<file path="src/shared/rxb_pkg.sv">
// Package with constants and types for the repeater expansion bus
package rxb_pkg;
    localparam int RXB_CLK_PERIOD_NS = 50;
    localparam int RXB_XCLK_PERIOD_NS = 100;
    // Half period of the driven expansion_clock in master clock cycles (minimum one)
    localparam int RXB_XCLK_HALF_RAW = RXB_XCLK_PERIOD_NS / (2 * RXB_CLK_PERIOD_NS);
    localparam int RXB_XCLK_HALF = (RXB_XCLK_HALF_RAW < 1) ? 1 : RXB_XCLK_HALF_RAW;
    localparam logic RXB_MODE_SYNC = 1'b0;
    localparam logic RXB_MODE_ASYNC = 1'b1;
    localparam logic RXB_RST_REQ_N = 1'b1;
    localparam logic [2:0] RXB_SYNC_RST = 3'h0;

    typedef enum logic [1:0] {
        RXB_IDLE = 2'b00,
        RXB_OWNER = 2'b01,
        RXB_MULTI = 2'b11,
        RXB_FOLLOW = 2'b10
    } rxb_state_type;
endpackage : rxb_pkg

</file>
<file path="src/shared/rxb_if.sv">
// Interface carrying the shared expansion bus lines
`timescale 1ns/10ps
`default_nettype none
interface rxb_if;
    logic data_o;
    logic data_oe;
    logic jam_o;
    logic jam_oe;
    logic xclk_o;
    logic xclk_oe;
    logic frame_o;
    logic frame_oe;
    logic bus_req_n;
    logic bused_data;
    logic collision_flag;
    logic expansion_clock;
    logic frame_line;
    logic sole_grant_n;
    logic multi_active_n;

    modport device (
        output data_o, data_oe, jam_o, jam_oe, xclk_o, xclk_oe, frame_o, frame_oe, bus_req_n,
        input bused_data, collision_flag, expansion_clock, frame_line, sole_grant_n, multi_active_n
    );
    modport arbiter (
        input bus_req_n,
        output sole_grant_n, multi_active_n
    );
endinterface : rxb_if
`default_nettype wire

</file>
<file path="src/rxb_device.sv">
// Repeater expansion bus device end
`timescale 1ns/10ps
`default_nettype none
module rxb_device (
    input wire logic CLK,
    input wire logic RST,
    input wire logic BUS_MODE_SELECT,
    input wire logic PORT_ACTIVE,
    input wire logic PORT_DATA,
    input wire logic PORT_COLLISION,
    input wire logic PORT_MULTI,
    output logic REPEAT_DATA,
    output logic REPEAT_VALID,
    output logic JAM_OUT,
    output logic JAM_MULTIPORT,
    output logic BUS_MODE,
    rxb_if.device BUS
);
    import rxb_pkg::*;

    logic mode_q;
    logic req_q;
    logic [2:0] ack_s_q;
    logic [2:0] col_s_q;
    logic [2:0] jam_s_q;
    logic [2:0] bd_s_q;
    logic [2:0] eck_s_q;
    logic [2:0] frm_s_q;
    logic grant_l;
    logic multi_l;
    logic jam_l;
    logic bd_l;
    logic eck_l;
    logic frm_l;
    logic eck_prev_q;
    logic owner;
    logic [7:0] div_q;
    logic xclk_q;
    logic tx_data_q;
    logic tx_jam_q;
    logic tx_frm_q;
    logic rep_data_q;
    logic rep_val_q;
    logic jam_q;
    logic jmp_q;
    rxb_state_type state_q;
    rxb_state_type state_d;

    // Mode captured by a clocked process while reset is held
    always_ff @(posedge CLK) begin
        if (RST) begin
            mode_q <= BUS_MODE_SELECT;
        end
    end

    always_ff @(posedge CLK) begin
        if (RST) begin
            req_q <= 1'b0;
        end else begin
            req_q <= PORT_ACTIVE;
        end
    end

    // Three-stage synchronisers; a change counts when stages two and three agree
    always_ff @(posedge CLK) begin
        if (RST) begin
            ack_s_q <= RXB_SYNC_RST;
            col_s_q <= RXB_SYNC_RST;
            jam_s_q <= RXB_SYNC_RST;
            bd_s_q <= RXB_SYNC_RST;
            eck_s_q <= RXB_SYNC_RST;
            frm_s_q <= RXB_SYNC_RST;
        end else begin
            ack_s_q <= {ack_s_q[1:0], ~BUS.sole_grant_n};
            col_s_q <= {col_s_q[1:0], ~BUS.multi_active_n};
            jam_s_q <= {jam_s_q[1:0], BUS.collision_flag};
            bd_s_q <= {bd_s_q[1:0], BUS.bused_data};
            eck_s_q <= {eck_s_q[1:0], BUS.expansion_clock};
            frm_s_q <= {frm_s_q[1:0], BUS.frame_line};
        end
    end

    always_ff @(posedge CLK) begin
        if (RST) begin
            grant_l <= 1'b0;
            multi_l <= 1'b0;
            jam_l <= 1'b0;
            bd_l <= 1'b0;
            eck_l <= 1'b0;
            frm_l <= 1'b0;
        end else begin
            if (ack_s_q[1] == ack_s_q[2]) grant_l <= ack_s_q[2];
            if (col_s_q[1] == col_s_q[2]) multi_l <= col_s_q[2];
            if (jam_s_q[1] == jam_s_q[2]) jam_l <= jam_s_q[2];
            if (bd_s_q[1] == bd_s_q[2]) bd_l <= bd_s_q[2];
            if (eck_s_q[1] == eck_s_q[2]) eck_l <= eck_s_q[2];
            if (frm_s_q[1] == frm_s_q[2]) frm_l <= frm_s_q[2];
        end
    end

    always_ff @(posedge CLK) begin
        if (RST) begin
            eck_prev_q <= 1'b0;
        end else begin
            eck_prev_q <= eck_l;
        end
    end

    assign owner = req_q && grant_l;

    always_comb begin
        state_d = RXB_IDLE;
        case (state_q)
            RXB_IDLE, RXB_OWNER, RXB_MULTI, RXB_FOLLOW: begin
                if (multi_l) begin
                    state_d = RXB_MULTI;
                end else if (owner) begin
                    state_d = RXB_OWNER;
                end else if (jam_l) begin
                    state_d = RXB_FOLLOW;
                end else begin
                    state_d = RXB_IDLE;
                end
            end
            default: state_d = RXB_IDLE;
        endcase
    end

    always_ff @(posedge CLK) begin
        if (RST) begin
            state_q <= RXB_IDLE;
        end else begin
            state_q <= state_d;
        end
    end

    // Expansion clock divider, only runs while owning the bus in async mode
    always_ff @(posedge CLK) begin
        if (RST || !owner || mode_q == RXB_MODE_SYNC) begin
            div_q <= 8'h00;
            xclk_q <= 1'b0;
        end else if (div_q == 8'(RXB_XCLK_HALF - 1)) begin
            div_q <= 8'h00;
            xclk_q <= ~xclk_q;
        end else begin
            div_q <= div_q + 8'h01;
        end
    end

    // Transmit data: per master clock in sync mode, per rising expansion_clock in async
    always_ff @(posedge CLK) begin
        if (RST) begin
            tx_data_q <= 1'b0;
            tx_jam_q <= 1'b0;
            tx_frm_q <= 1'b0;
        end else if (mode_q == RXB_MODE_SYNC || (xclk_q == 1'b0 && div_q == 8'(RXB_XCLK_HALF - 1))) begin
            tx_jam_q <= PORT_COLLISION;
            tx_frm_q <= owner && PORT_ACTIVE;
            if (PORT_COLLISION) begin
                tx_data_q <= ~PORT_MULTI;
            end else begin
                tx_data_q <= PORT_DATA;
            end
        end
    end

    // Receive path repeats bus data; async samples on expansion_clock rise
    always_ff @(posedge CLK) begin
        if (RST) begin
            rep_data_q <= 1'b0;
            rep_val_q <= 1'b0;
        end else if (!owner && (mode_q == RXB_MODE_SYNC || (eck_l && !eck_prev_q))) begin
            rep_data_q <= bd_l;
            rep_val_q <= grant_l && (mode_q == RXB_MODE_SYNC || frm_l);
        end else begin
            rep_val_q <= 1'b0;
        end
    end

    always_ff @(posedge CLK) begin
        if (RST) begin
            jam_q <= 1'b0;
            jmp_q <= 1'b0;
        end else begin
            case (state_q)
                RXB_MULTI: begin
                    jam_q <= 1'b1;
                    jmp_q <= 1'b1;
                end
                RXB_FOLLOW: begin
                    jam_q <= 1'b1;
                    jmp_q <= ~bd_l;
                end
                RXB_OWNER: begin
                    jam_q <= PORT_COLLISION;
                    jmp_q <= PORT_COLLISION && PORT_MULTI;
                end
                default: begin
                    jam_q <= 1'b0;
                    jmp_q <= 1'b0;
                end
            endcase
        end
    end

    assign BUS.bus_req_n = ~req_q;
    assign BUS.data_o = tx_data_q;
    assign BUS.data_oe = owner;
    assign BUS.jam_o = tx_jam_q;
    assign BUS.jam_oe = owner;
    assign BUS.xclk_o = xclk_q;
    assign BUS.xclk_oe = owner && mode_q == RXB_MODE_ASYNC;
    assign BUS.frame_o = tx_frm_q;
    assign BUS.frame_oe = owner && mode_q == RXB_MODE_ASYNC;
    assign REPEAT_DATA = rep_data_q;
    assign REPEAT_VALID = rep_val_q;
    assign JAM_OUT = jam_q;
    assign JAM_MULTIPORT = jmp_q;
    assign BUS_MODE = mode_q;
endmodule : rxb_device
`default_nettype wire

</file>
<file path="src/flat_wrapper.sv">
// flat-port wrapper written by rule: the top's interface ports become plain ports
module rxb_device_flat import rxb_pkg::*;
  (CLK, RST, BUS_MODE_SELECT, PORT_ACTIVE, PORT_DATA, PORT_COLLISION, PORT_MULTI, REPEAT_DATA, REPEAT_VALID, JAM_OUT, JAM_MULTIPORT, BUS_MODE, BUS_data_o, BUS_data_oe, BUS_jam_o, BUS_jam_oe, BUS_xclk_o, BUS_xclk_oe, BUS_frame_o, BUS_frame_oe, BUS_bus_req_n, BUS_bused_data, BUS_collision_flag, BUS_expansion_clock, BUS_frame_line, BUS_sole_grant_n, BUS_multi_active_n);
  rxb_if BUS_i ();
  input wire logic CLK;
  input wire logic RST;
  input wire logic BUS_MODE_SELECT;
  input wire logic PORT_ACTIVE;
  input wire logic PORT_DATA;
  input wire logic PORT_COLLISION;
  input wire logic PORT_MULTI;
  output logic REPEAT_DATA;
  output logic REPEAT_VALID;
  output logic JAM_OUT;
  output logic JAM_MULTIPORT;
  output logic BUS_MODE;
  output wire logic [$bits(BUS_i.data_o)-1:0] BUS_data_o;
  output wire logic [$bits(BUS_i.data_oe)-1:0] BUS_data_oe;
  output wire logic [$bits(BUS_i.jam_o)-1:0] BUS_jam_o;
  output wire logic [$bits(BUS_i.jam_oe)-1:0] BUS_jam_oe;
  output wire logic [$bits(BUS_i.xclk_o)-1:0] BUS_xclk_o;
  output wire logic [$bits(BUS_i.xclk_oe)-1:0] BUS_xclk_oe;
  output wire logic [$bits(BUS_i.frame_o)-1:0] BUS_frame_o;
  output wire logic [$bits(BUS_i.frame_oe)-1:0] BUS_frame_oe;
  output wire logic [$bits(BUS_i.bus_req_n)-1:0] BUS_bus_req_n;
  input wire logic [$bits(BUS_i.bused_data)-1:0] BUS_bused_data;
  input wire logic [$bits(BUS_i.collision_flag)-1:0] BUS_collision_flag;
  input wire logic [$bits(BUS_i.expansion_clock)-1:0] BUS_expansion_clock;
  input wire logic [$bits(BUS_i.frame_line)-1:0] BUS_frame_line;
  input wire logic [$bits(BUS_i.sole_grant_n)-1:0] BUS_sole_grant_n;
  input wire logic [$bits(BUS_i.multi_active_n)-1:0] BUS_multi_active_n;
  assign BUS_data_o = BUS_i.data_o;
  assign BUS_data_oe = BUS_i.data_oe;
  assign BUS_jam_o = BUS_i.jam_o;
  assign BUS_jam_oe = BUS_i.jam_oe;
  assign BUS_xclk_o = BUS_i.xclk_o;
  assign BUS_xclk_oe = BUS_i.xclk_oe;
  assign BUS_frame_o = BUS_i.frame_o;
  assign BUS_frame_oe = BUS_i.frame_oe;
  assign BUS_bus_req_n = BUS_i.bus_req_n;
  assign BUS_i.bused_data = BUS_bused_data;
  assign BUS_i.collision_flag = BUS_collision_flag;
  assign BUS_i.expansion_clock = BUS_expansion_clock;
  assign BUS_i.frame_line = BUS_frame_line;
  assign BUS_i.sole_grant_n = BUS_sole_grant_n;
  assign BUS_i.multi_active_n = BUS_multi_active_n;
  rxb_device u_core (.CLK(CLK), .RST(RST), .BUS_MODE_SELECT(BUS_MODE_SELECT), .PORT_ACTIVE(PORT_ACTIVE), .PORT_DATA(PORT_DATA), .PORT_COLLISION(PORT_COLLISION), .PORT_MULTI(PORT_MULTI), .REPEAT_DATA(REPEAT_DATA), .REPEAT_VALID(REPEAT_VALID), .JAM_OUT(JAM_OUT), .JAM_MULTIPORT(JAM_MULTIPORT), .BUS_MODE(BUS_MODE), .BUS(BUS_i));
endmodule
</file>
<file path="config.mk">
export PLATFORM = sky130hd
export DESIGN_NAME = rxb_device_flat
export DESIGN_NICKNAME = d
export VERILOG_FILES = /design/src/shared/rxb_pkg.sv /design/src/shared/rxb_if.sv /design/src/rxb_device.sv /design/src/flat_wrapper.sv
export SDC_FILE = /design/constraint.sdc
export NUM_CORES = 1
export LEC_CHECK = 0
export ABC_AREA = 1
export BUFFER_PORTS_ARGS = -buffer_cell sky130_fd_sc_hd__buf_2
export CAP_MARGIN = 20
export CORE_MARGIN = 3
export CORE_UTILIZATION = 41
export CTS_BUF_LIST = sky130_fd_sc_hd__clkbuf_8 sky130_fd_sc_hd__clkbuf_16
export CTS_CLUSTER_DIAMETER = 60
export CTS_CLUSTER_SIZE = 40
export DETAILED_ROUTE_END_ITERATION = 10
export SYNTH_ARGS = -nofsm -noshare
export SYNTH_HDL_FRONTEND = slang
export SYNTH_SLANG_ARGS = --single-unit
</file>
<file path="constraint.sdc">
create_clock -name CLK -period 1.18 [get_ports CLK]
set_input_delay 0.177 -clock CLK [delete_from_list [all_inputs] [get_ports CLK]]
set_output_delay 0.177 -clock CLK [all_outputs]
set_load 0.05 [all_outputs]
</file>
=== Yosys cells after proc, flatten, opt, wreduce, memory -nomap -nowiden ===
Cells that the tools add are included.

* Bits in registers: 45
* Input port bits: 13
* Output and inout port bits: 14
* Word-level logic and storage cells: 71

* $add $sub $neg: 1
* Equality and inequality tests: 9
* Muxes and demuxes: 7
* Bitwise logic cells: 8
* Reductions and logical operators: 21

{| class="wikitable"
|+ Operator list
! kind !! count
|-
| $add A8 B1 Y8 const B || 1
|-
| $logic_and A1 B1 Y1 || 8
|-
| $logic_not A8 Y1 || 1
|-
| $mux W2 || 4
|-
| $not A1 Y1 || 8
|-
| $eq A1 B1 Y1 || 6
|-
| $reduce_or A2 Y1 || 3
|-
| $logic_or A1 B1 Y1 || 5
|-
| $eq A2 B2 Y1 const B || 2
|-
| $reduce_or A4 Y1 || 1
|-
| $pmux W1 S3 || 1
|-
| $eq A2 B1 Y1 const B || 1
|-
| $logic_not A1 Y1 || 2
|-
| $logic_not A2 Y1 || 1
|-
| $pmux W1 S2 || 1
|-
| $mux W1 || 1
|}

=== Depth between registers and ports, before layout ===
Gate-level depths: netlist of the first run.

* Word-level depth: 6
* Mapped depth: 8
* Depth with buffers taken out: 8

=== Worst setup path after synthesis of the first run ===
No wires, ideal clock.

* Path type: register to output
* From: register u_core.mode_q (netlist: u_core.BUS_MODE)
* To: output BUS_xclk_oe
* Arrival: 1.898 ns
* Data required time: 1.003 ns
* Path slack: -0.895 ns
* Stages on the path, launching flop included: 5
* Path through: edfxtp_1 -> buf_6 -> inv_4 -> nor2_1 -> buf_4

* Longest elaborated chain between the ends: 1

{| class="wikitable"
|+ RTL lines
! what !! RTL line !! text
|-
| start: declaration || rxb_device.sv:21 || <nowiki>logic mode_q;</nowiki>
|-
| start signal: assignment || rxb_device.sv:52 || <nowiki>mode_q <= BUS_MODE_SELECT;</nowiki>
|-
| $logic_and A1 B1 Y1 || n/a ||
|-
| end: declaration || flat_wrapper.sv:22 || <nowiki>output wire logic [$bits(BUS_i.xclk_oe)-1:0] BUS_xclk_oe;</nowiki>
|}

Every way passes these cells.

=== Worst setup path after layout of the first run ===
* From: register u_core.mode_q (netlist: u_core.BUS_MODE)
* To: output BUS_frame_oe

* Longest elaborated chain between the ends: 1

{| class="wikitable"
|+ RTL lines
! what !! RTL line !! text
|-
| $logic_and A1 B1 Y1 || rxb_device.sv:214 || <nowiki>assign BUS.frame_oe = owner && mode_q == RXB_MODE_ASYNC;</nowiki>
|-
| end: declaration || flat_wrapper.sv:24 || <nowiki>output wire logic [$bits(BUS_i.frame_oe)-1:0] BUS_frame_oe;</nowiki>
|}

Every way passes these cells.

==> results of run 1 <==
-- routing by layer --
layer	GRT usage	wire [um]	up-vias
met5	0	0	-
met3	0.05685	211	4
met2	0.1642	1180	35
met1	0.1677	1449	525
li1	-	-	670
met4	0.05206	27	0
-- cells in the mapped netlist --
master    instances
inv_1            36
buf_6             2
nor3_4            1
nor3b_2           2
nand2_1          18
nand3_1           7
dfxtp_1          44
xor2_1            1
edfxtp_1          1
buf_4             2
a21oi_1          18
nand2_2           1
inv_2             1
a21boi_0          1
nand4_1           1
nor3_1            1
nand3_2           1
inv_4             1
buf_2             2
nor2_2            2
a211oi_1          1
o21ai_0           9
ha_1              2
nand2_4           1
nor2_1           40
-- registers in the layout (all words and copies together), names as in the netlist, 2 cells and up --
register and count:
u_core.div_q 8, u_core.col_s_q 3, u_core.jam_s_q 3, u_core.eck_s_q 3, u_core.bd_s_q 3, u_core.ack_s_q 3, u_core.state_q 2, u_core.frm_s_q 3
-- metrics by stage --
step / worst slack (ns) / utilization / area [um2] / TNS (ns) / power [mW]
after floorplan: -0.3675 / - / 1674 / -2.160 / 1.713
after global placement: 0.04232 / 0.4963 / 1858 / 0 / 1.754
after detailed placement: 0.008086 / 0.4963 / 1858 / 0 / 1.755
after CTS: -0.1005 / 0.5445 / 2038 / -0.3728 / 2.869
after global routing: -0.1457 / 0.5578 / 2088 / -0.9162 / 2.952
final: -0.08288 / 0.5578 / 2088 / -0.2768 / 2.836
-- how the worst max path moves through the flow --
stage / start / endpoint / slack, ns / cells after the start
3_3_place_gp: u_core.div_q[0]$_SDFF_PP0_ / u_core.BUS.jam_o$_SDFFE_PP0P_ / 0.04 / 7
6_report: u_core.BUS_MODE$_DFFE_PP_ / BUS_frame_oe / -0.08 / 3
5_1_grt: u_core.BUS_MODE$_DFFE_PP_ / BUS_frame_oe / -0.15 / 3
3_5_place_dp: u_core.div_q[0]$_SDFF_PP0_ / u_core.BUS.data_o$_SDFFE_PP0P_ / 0.008 / 7
2_1_floorplan: u_core.BUS_MODE$_DFFE_PP_ / BUS_xclk_oe / -0.37 / 4
4_1_cts: u_core.BUS_MODE$_DFFE_PP_ / BUS_xclk_oe / -0.10 / 3
-- cell families after synthesis --
kind of cell               Yosys count  share of synthesized area
and+or+nand+nor                     75                     0.2115
DFF                                 45                     0.5579
buffers and inverters               44                     0.1180
AOI/OAI and AO/OA                   29                    0.09196
adders and majority gates            2                    0.01532
xor gates and xnor gates             1                   0.005365
-- repair_timing --
| item | 4_1_cts | 5_1_grt |
|---|---|---|
| setup endpoints to repair | 7 | 18 |
| gates resized for setup | 12 | 16 |
| endpoints found under the hold margin | 0 | 0 |
| buffers inserted | 4 | 0 |
| pin swaps | 4 | 7 |
-- critical path: stages (launching register included) --
cell,delay (ns)
edfxtp_1,0.46
inv_6,0.05
nor2_4,0.11
buf_6,0.17
-- power by group through the flow --
stage,Clock [mW],Combinational (mW),Sequential (mW)
global route,1.20,0.173,1.58
floorplan,0,0.0814,1.63
global placement,0,0.143,1.61
finish,1.11,0.156,1.58
detailed placement,0,0.144,1.61
CTS,1.14,0.154,1.58
-- final cells by class --
class	instances	area share
Clock inverter	1	0.003595
Clock buffer	7	0.05153
Inverter	38	0.07250
Sequential cell	45	0.4392
Timing Repair Buffer	37	0.1156
Tap cell	48	0.02876
Multi-Input combinational cell	107	0.2888
==> flow_metrics.env, run 1 <==
export IMPL_cts_buffers=5
export IMPL_overflow=0
export IMPL_drv_slew=0
export IMPL_worstHoldStart="BUS_sole_grant_n"
export IMPL_worst_path_max_fanout=3
export IMPL_synth_seq_cells=45
export IMPL_cts_buffer_depth=2
export IMPL_comb_power_share=0.055
export IMPL_status="finished with violations"
export IMPL_grt_pass1_wl_um=4671
export IMPL_fmax_mhz=791.8
export IMPL_synth_area_um2=1633
export IMPL_power_frac_seq=0.555
export IMPL_final_cell_mix="dfxtp_1 (39), nor2_1 (36), inv_1 (32)"
export IMPL_synthToLayoutAreaGrowth_pct=27.89
export IMPL_tightest_slew_ns=0.2522
export IMPL_min_to="u_core.ack_s_q[0]$_SDFF_PP0_"
export IMPL_worstSetupPathType="flip-flop to primary output"
export IMPL_io_pins=27
export IMPL_first_pass_iters=4
export IMPL_switching_share=0.2185
export IMPL_p_leak_nw=0.9158
export IMPL_reg2regPathDepth=5
export IMPL_grt_max_degree=15
export IMPL_path_clk_slew_ns=0.09
export IMPL_grt_pass1_vias=1022
export IMPL_io_buffers=26
export IMPL_fin_crit_sh=1.070
export IMPL_core_area_um2=3744
export IMPL_detail_route_wl_per_cell_um=10.13
export IMPL_period_minus_slack_ns=1.263
export IMPL_yosysSeqAreaShare=0.5579
export IMPL_ir_drop_uv=737.2
export IMPL_startpoint_type="flip-flop"
export IMPL_critPathRequiredTime_ns=1.00
export IMPL_syn_inst=196
export IMPL_die_h_um=69.11
export IMPL_n_antenna_cell=0
export IMPL_dieWidth_um=69.11
export IMPL_synth_warnings=0
export IMPL_fp_row_count=22
export IMPL_cp_data_arrival_time_ns=1.09
export IMPL_rsz0062_at_grt="yes"
export IMPL_wirelength_um=2868
export IMPL_reg2reg_from="u_core.BUS_MODE$_DFFE_PP_"
export IMPL_power_switching_uw=619.6
export IMPL_clockRootBuffer="clkbuf_8"
export IMPL_antenna_found_initial=0
export IMPL_final_nets=249
export IMPL_dpl_cell_count=271
export IMPL_setup_viol=5
export IMPL_grt_usage=0.1226
export IMPL_max_cap_viol_count=0
export IMPL_violations="negative setup slack"
export IMPL_drt_initial_drc_count=92
export IMPL_rr_endpoint="u_core.div_q[4]$_SDFF_PP0_"
export IMPL_cp_end_kind="primary output"
export IMPL_tritoncts="done"
export IMPL_seq_area_um2=917.1
export IMPL_r2r_slack_ns=0.01
export IMPL_numClockSinks=45
export IMPL_initial_utilization=0.4362
export IMPL_die_area_um2=4776
export IMPL_syn_avg_cell_area_um2=8.331
export IMPL_fillers=347
export IMPL_synth_distinct_cells=25
export IMPL_slew_headroom=0.8301
export IMPL_skew_ns=0.01204
export IMPL_setup_ws_ns=-0.08288
export IMPL_whs_ns=0.01842
export IMPL_gp_congestion=0.7621
export IMPL_hold_path_depth=2
export IMPL_multi_input_area_um2=603.1
export IMPL_final_common_cell="dfxtp_1"
export IMPL_remaining_drc_errors=0
export IMPL_vias=1234
export IMPL_holdBufCountCts=0
export IMPL_clk_latency_ns=0.30
export IMPL_intPower_mw=2.217
export IMPL_ant_nets=0
export IMPL_synth_top_area_cell="dfxtp_1"
export IMPL_hold_viol_final=0
export IMPL_clkPwrFrac=0.390
export IMPL_dpl_hpwl_um=1936
export IMPL_powerDensity_nw_per_um2=1358
export IMPL_hold_path_class="primary input to flip-flop"
export IMPL_layout_drive_gt1_share=0.3149
export IMPL_synth_area_leaders="dfxtp_1 (54%), nor2_1 (9.2%), inv_1 (8.3%), a21oi_1 (5.5%), nand2_1 (4.1%)"
export IMPL_final_cells=283
export IMPL_synth_nets=211
export IMPL_viasPerCell=4.360
export IMPL_h_tree_depth=2
export IMPL_synth_top_cell_area_share=0.5395
(Power assumes the default switching activity.)
==> run 2: changes to the inputs <==
--- a/config.mk
+++ b/config.mk
@@ -9,5 +9,4 @@
 export BUFFER_PORTS_ARGS = -buffer_cell sky130_fd_sc_hd__buf_2
 export CAP_MARGIN = 20
-export CORE_MARGIN = 3
 export CORE_UTILIZATION = 41
 export CTS_BUF_LIST = sky130_fd_sc_hd__clkbuf_8 sky130_fd_sc_hd__clkbuf_16
==> constraint.sdc (replaced) <==
create_clock -name CLK -period 1.18 [get_ports CLK]
set_input_delay 0.177 -clock CLK [delete_from_list [all_inputs] [get_ports CLK]]
set_output_delay 0.177 -clock CLK [all_outputs]
set_load 0.005 [all_outputs]
==> flow_metrics.env, run 2 (same netlist as run 1, synthesis figures left out) <==
export IMPL_status="finished with violations"
export IMPL_violations="negative setup slack"
export IMPL_largest_reg_flops=8
export IMPL_grt_max_degree=15
export IMPL_ant_nets=0
export IMPL_comb_power_share=0.041
export IMPL_io_buffers=26
export IMPL_critPathRequiredTime_ns=1.00
export IMPL_antenna_found_initial=0
export IMPL_die_area_um2=4239
export IMPL_clockRootBuffer="clkbuf_8"
export IMPL_die_h_um=65.11
export IMPL_core_area_um2=3744
export IMPL_drt_initial_drc_count=57
export IMPL_viasPerCell=4.424
export IMPL_slowest_delay_ns=0.48
export IMPL_skew_ns=0.005347
export IMPL_setup_viol=3
export IMPL_cts_buffer_depth=2
export IMPL_rsz0062_at_grt="yes"
export IMPL_final_area_um2=2037
export IMPL_power_frac_seq=0.518
export IMPL_tightest_slew_ns=0.2135
export IMPL_setup_ws_ns=-0.04755
export IMPL_fillers=352
export IMPL_intPower_mw=2.454
export IMPL_fmax_mhz=814.6
export IMPL_final_common_cell="dfxtp_1"
export IMPL_dieWidth_um=65.11
export IMPL_max_cap_viol_count=0
export IMPL_detail_route_wl_per_cell_um=9.608
export IMPL_switching_share=0.1920
export IMPL_cts_buffers=5
export IMPL_startpoint_type="flip-flop"
export IMPL_regMostFlops="u_core.div_q"
export IMPL_wirelength_um=2671
export IMPL_dp_slack_ns=0.01956
export IMPL_crit_chain="inv_4 -> nor2_4 -> buf_2"
export IMPL_hold_viol_final=0
export IMPL_drv_slew=0
export IMPL_dpl_hpwl_um=1962
export IMPL_grt_pass1_wl_um=4498
export IMPL_path_buf_inv=2
export IMPL_clk_latency_ns=0.29
export IMPL_overflow=0
export IMPL_p_leak_nw=0.9115
export IMPL_critPathTopFamily="flip-flops"
export IMPL_numClockSinks=45
export IMPL_initial_utilization=0.4362
export IMPL_synthToLayoutAreaGrowth_pct=24.75
export IMPL_hold_path_class="primary input to flip-flop"
export IMPL_period_minus_slack_ns=1.228
export IMPL_gp_congestion=0.7314
export IMPL_vias=1230
export IMPL_fin_crit_sh=1.040
export IMPL_remaining_drc_errors=0
export IMPL_layout_drive_gt1_share=0.2783
export IMPL_grt_usage=0.1429
export IMPL_cp_data_arrival_time_ns=1.05
export IMPL_slew_headroom=0.8561
export IMPL_h_tree_depth=2
export IMPL_worstSetupPathType="flip-flop to primary output"
export IMPL_p_total_mw=3.037
export IMPL_n_antenna_cell=0
export IMPL_clkPwrFrac=0.440
export IMPL_io_pins=27
export IMPL_placed_cell_area_um2=1805
export IMPL_grt_pass1_vias=1114
export IMPL_final_nets=244
export IMPL_dpl_cell_count=268
export IMPL_fp_row_count=22
export IMPL_power_switching_uw=583.2
export IMPL_final_cells=278
export IMPL_ir_drop_uv=769.8
export IMPL_cp_end_kind="primary output"
export IMPL_first_pass_iters=4
export IMPL_powerDensity_nw_per_um2=1491
export IMPL_worst_path_max_fanout=3
export IMPL_path_clk_slew_ns=0.08
export IMPL_final_cell_mix="dfxtp_1 (39), nor2_1 (37), inv_1 (33)"
export IMPL_slowest_stage="edfxtp_1"
export IMPL_timing_setup_tns_ns=-0.1329
export IMPL_tritoncts="done"
==> run 2: cell count changes in the layout (fill, tap and decap cells not counted), sizes merged <==
cell	delta
bufinv	+2
dlygate4sd3	+1
clkbuf	-2
clkinvlp	-2
buf	-6
inv	+1
clkinv	+1
==> run 2: what timing repair did <==
action | CTS | global route
hold buffers | 0 | 1
setup endpoints to repair | 5 | 12
resized for setup | 7 | 17
setup buffers | 1 | 0
pin swaps | 1 | 6
endpoints found under the hold margin | 0 | 1
==> run 2: worst paths after layout <==
path	cells after the start	to	slack, ns	start
max	3	BUS_frame_oe	-0.05	u_core.BUS_MODE$_DFFE_PP_
min	2	u_core.ack_s_q[0]$_SDFF_PP0_	0.03	BUS_sole_grant_n
max reg2reg	7	u_core.div_q[4]$_SDFF_PP0_	0.08	u_core.div_q[0]$_SDFF_PP0_
min reg2reg	2	u_core.bd_s_q[1]$_SDFF_PP0_	0.40	u_core.bd_s_q[0]$_SDFF_PP0_
==> run 2: metal layers <==
| metal | up-vias | GRT usage | part of all wire |
|---|---|---|---|
| met5 | - | 0 | 0 |
| met4 | 0 | 0.08152 | 0.017 |
| met3 | 4 | 0.04340 | 0.039 |
| met2 | 21 | 0.2552 | 0.48 |
| met1 | 546 | 0.1471 | 0.46 |
| li1 | 659 | - | - |
==> run 2: worst register-to-register path, delay by kind of cell, from the launching register on <==
kind / cells / cell delay [ns]
flops: 1 / 0.37
buf+inv: 2 / 0.11
simple gates: 4 / 0.42
fa+ha+maj: 1 / 0.14
==> run 2: final cells by class <==
class                   count  area (um2)  area share
clock buffers               5       68.82     0.03378
clock inverters             3       65.06     0.03194
inverters                  38       145.1     0.07125
multi-input cells         107       590.6      0.2899
flip-flops and latches     45       919.6      0.4515
well taps                  48       60.06     0.02948
repair buffers             32       187.7     0.09214
==> run 2: per-stage QoR <==
stage / hold WS, ns / util
2_1_floorplan: 0.2437 / -
3_3_place_gp: 0.3303 / 0.4823
3_5_place_dp: 0.3310 / 0.4823
4_1_cts: 0.009501 / 0.5267
5_1_grt: 0.02323 / 0.5441
6_report: 0.02804 / 0.5441
==> run 2: power groups by stage <==
stage	clock, mW	combinational [mW]	sequential [mW]
floorplan	0	0.0718	1.61
global placement	0	0.110	1.61
detailed placement	0	0.112	1.61
CTS	1.38	0.122	1.58
global route	1.46	0.141	1.58
finish	1.34	0.125	1.57
==> run 3: changes to the inputs <==
Settings changed: PLACE_DENSITY set to 0.64.
==> flow_metrics.env, run 3 (same netlist as run 1, synthesis figures left out) <==
export IMPL_final_common_cell="dfxtp_1"
export IMPL_path_buf_inv=2
export IMPL_numClockSinks=45
export IMPL_slew_headroom=0.8416
export IMPL_period_minus_slack_ns=1.201
export IMPL_die_area_um2=4239
export IMPL_ir_drop_uv=829.6
export IMPL_hold_path_depth=2
export IMPL_setup_ws_ns=-0.02143
export IMPL_timing_setup_tns_ns=-0.04259
export IMPL_slowest_stage="edfxtp_1"
export IMPL_worst_path_max_fanout=3
export IMPL_placed_cell_area_um2=1798
export IMPL_reg2regPathDepth=7
export IMPL_io_pins=27
export IMPL_grt_pass1_wl_um=4540
export IMPL_remaining_drc_errors=0
export IMPL_antenna_found_initial=0
export IMPL_io_buffers=26
export IMPL_synthToLayoutAreaGrowth_pct=21.00
export IMPL_fin_crit_sh=1.018
export IMPL_initial_utilization=0.4362
export IMPL_rr_endpoint="u_core.BUS.jam_o$_SDFFE_PP0P_"
export IMPL_regMostFlops="u_core.div_q"
export IMPL_clk_latency_ns=0.29
export IMPL_status="finished with violations"
export IMPL_ant_nets=0
export IMPL_wirelength_um=2712
export IMPL_startpoint_type="flip-flop"
export IMPL_worstHoldStart="BUS_multi_active_n"
export IMPL_fmax_mhz=832.3
export IMPL_path_clk_slew_ns=0.08
export IMPL_tightest_slew_ns=0.2351
export IMPL_final_nets=243
export IMPL_p_leak_nw=0.8715
export IMPL_cts_buffer_depth=2
export IMPL_dpl_cell_count=267
export IMPL_cp_end_kind="primary output"
export IMPL_viasPerCell=4.444
export IMPL_final_area_um2=1976
export IMPL_vias=1231
export IMPL_hold_path_class="primary input to flip-flop"
export IMPL_fp_row_count=22
export IMPL_skew_ns=0.004329
export IMPL_cp_data_arrival_time_ns=1.02
export IMPL_clockRootBuffer="clkbuf_8"
export IMPL_gp_congestion=0.7548
export IMPL_grt_max_degree=15
export IMPL_worstSetupPathType="flip-flop to primary output"
export IMPL_core_area_um2=3744
export IMPL_drt_initial_drc_count=75
export IMPL_hold_viol_final=0
export IMPL_violations="negative setup slack"
export IMPL_tritoncts="done"
export IMPL_grt_pass1_vias=1069
export IMPL_drv_slew=0
export IMPL_critPathRequiredTime_ns=1.00
export IMPL_overflow=0
export IMPL_reg2reg_from="u_core.div_q[1]$_SDFF_PP0_"
export IMPL_grt_usage=0.1432
export IMPL_final_cell_mix="dfxtp_1 (40), nor2_1 (37), inv_1 (34)"
export IMPL_setup_viol=2
export IMPL_slowest_delay_ns=0.46
export IMPL_crit_chain="inv_4 -> nor2_4 -> buf_2"
export IMPL_n_antenna_cell=0
export IMPL_cts_buffers=5
export IMPL_rsz0062_at_grt="yes"
export IMPL_die_h_um=65.11
export IMPL_dieWidth_um=65.11
export IMPL_powerDensity_nw_per_um2=1316
export IMPL_dpl_hpwl_um=1898
export IMPL_critPathTopFamily="flip-flops"
export IMPL_max_cap_viol_count=0
export IMPL_min_to="u_core.col_s_q[0]$_SDFF_PP0_"
export IMPL_final_cells=277
export IMPL_first_pass_iters=4
export IMPL_h_tree_depth=2
export IMPL_detail_route_wl_per_cell_um=9.791
export IMPL_r2r_slack_ns=0.03
export IMPL_fillers=367
export IMPL_largest_reg_flops=8
export IMPL_layout_drive_gt1_share=0.2707
==> run 3: timing repair <==
item                                    CTS  global route
endpoints found under the setup margin    4            16
setup buffers                             1             1
pin swaps                                 1             4
resized for setup                         5            17
hold buffers                              0             0
==> run 3: cell type report <==
class                           instances  area, um2  share of cell area
Clock buffer                            5      68.82             0.03483
Clock inverter                          3      16.27            0.008233
Inverter                               38      145.1             0.07346
Multi-Input combinational cell        107      596.8              0.3021
Sequential cell                        45      920.9              0.4661
Tap cell                               48      60.06             0.03040
Timing Repair Buffer                   31      167.7             0.08486
==> run 3: report_power, final <==
part / switching, mW / internal (mW)
registers: 0.0187 / 1.55
clock network: 0.497 / 0.410
logic: 0.0673 / 0.0513
total: 0.583 / 2.02
==> run 3: worst max-delay path by stage <==
stage / from / to / slack, ns / depth (start not counted)
3_5_place_dp: u_core.div_q[0]$_SDFF_PP0_ / u_core.BUS.frame_o$_SDFFE_PP0P_ / 0.03 / 7
4_1_cts: u_core.BUS_MODE$_DFFE_PP_ / BUS_frame_oe / -0.05 / 3
5_1_grt: u_core.BUS_MODE$_DFFE_PP_ / BUS_xclk_oe / -0.08 / 3
2_1_floorplan: u_core.div_q[0]$_SDFF_PP0_ / u_core.BUS.data_o$_SDFFE_PP0P_ / 0.10 / 7
6_report: u_core.BUS_MODE$_DFFE_PP_ / BUS_frame_oe / -0.02 / 3
3_3_place_gp: u_core.div_q[0]$_SDFF_PP0_ / u_core.BUS.frame_o$_SDFFE_PP0P_ / 0.05 / 7
==> run 3: routing by layer <==
| metal | vias up | track usage | wire length [um] |
|---|---|---|---|
| met3 | 8 | 0.04861 | 120 |
| li1 | 665 | - | - |
| met5 | - | 0 | 0 |
| met2 | 25 | 0.2109 | 1210 |
| met1 | 533 | 0.1817 | 1320 |
| met4 | 0 | 0.08152 | 60 |
==> run 3: worst register-to-register path, stage by stage, from the launching register on <==
cell and delay (ns):
dfxtp_2 0.34, inv_1 0.08, ha_4 0.13, inv_2 0.04
nor2_4 0.11, nand3_4 0.12, a21oi_1 0.17, nor2_1 0.06
==> run 3: metrics by stage <==
step	setup slack (ns)	hold slack, ns	power (mW)	utilization
2_1_floorplan	0.1042	0.2437	1.678	-
6_report	-0.02143	0.01881	2.599	0.5277
3_5_place_dp	0.03237	0.3291	1.723	0.4803
5_1_grt	-0.07867	0.006158	2.716	0.5277
3_3_place_gp	0.05112	0.3268	1.719	0.4803
4_1_cts	-0.04792	0.009913	2.635	0.5090
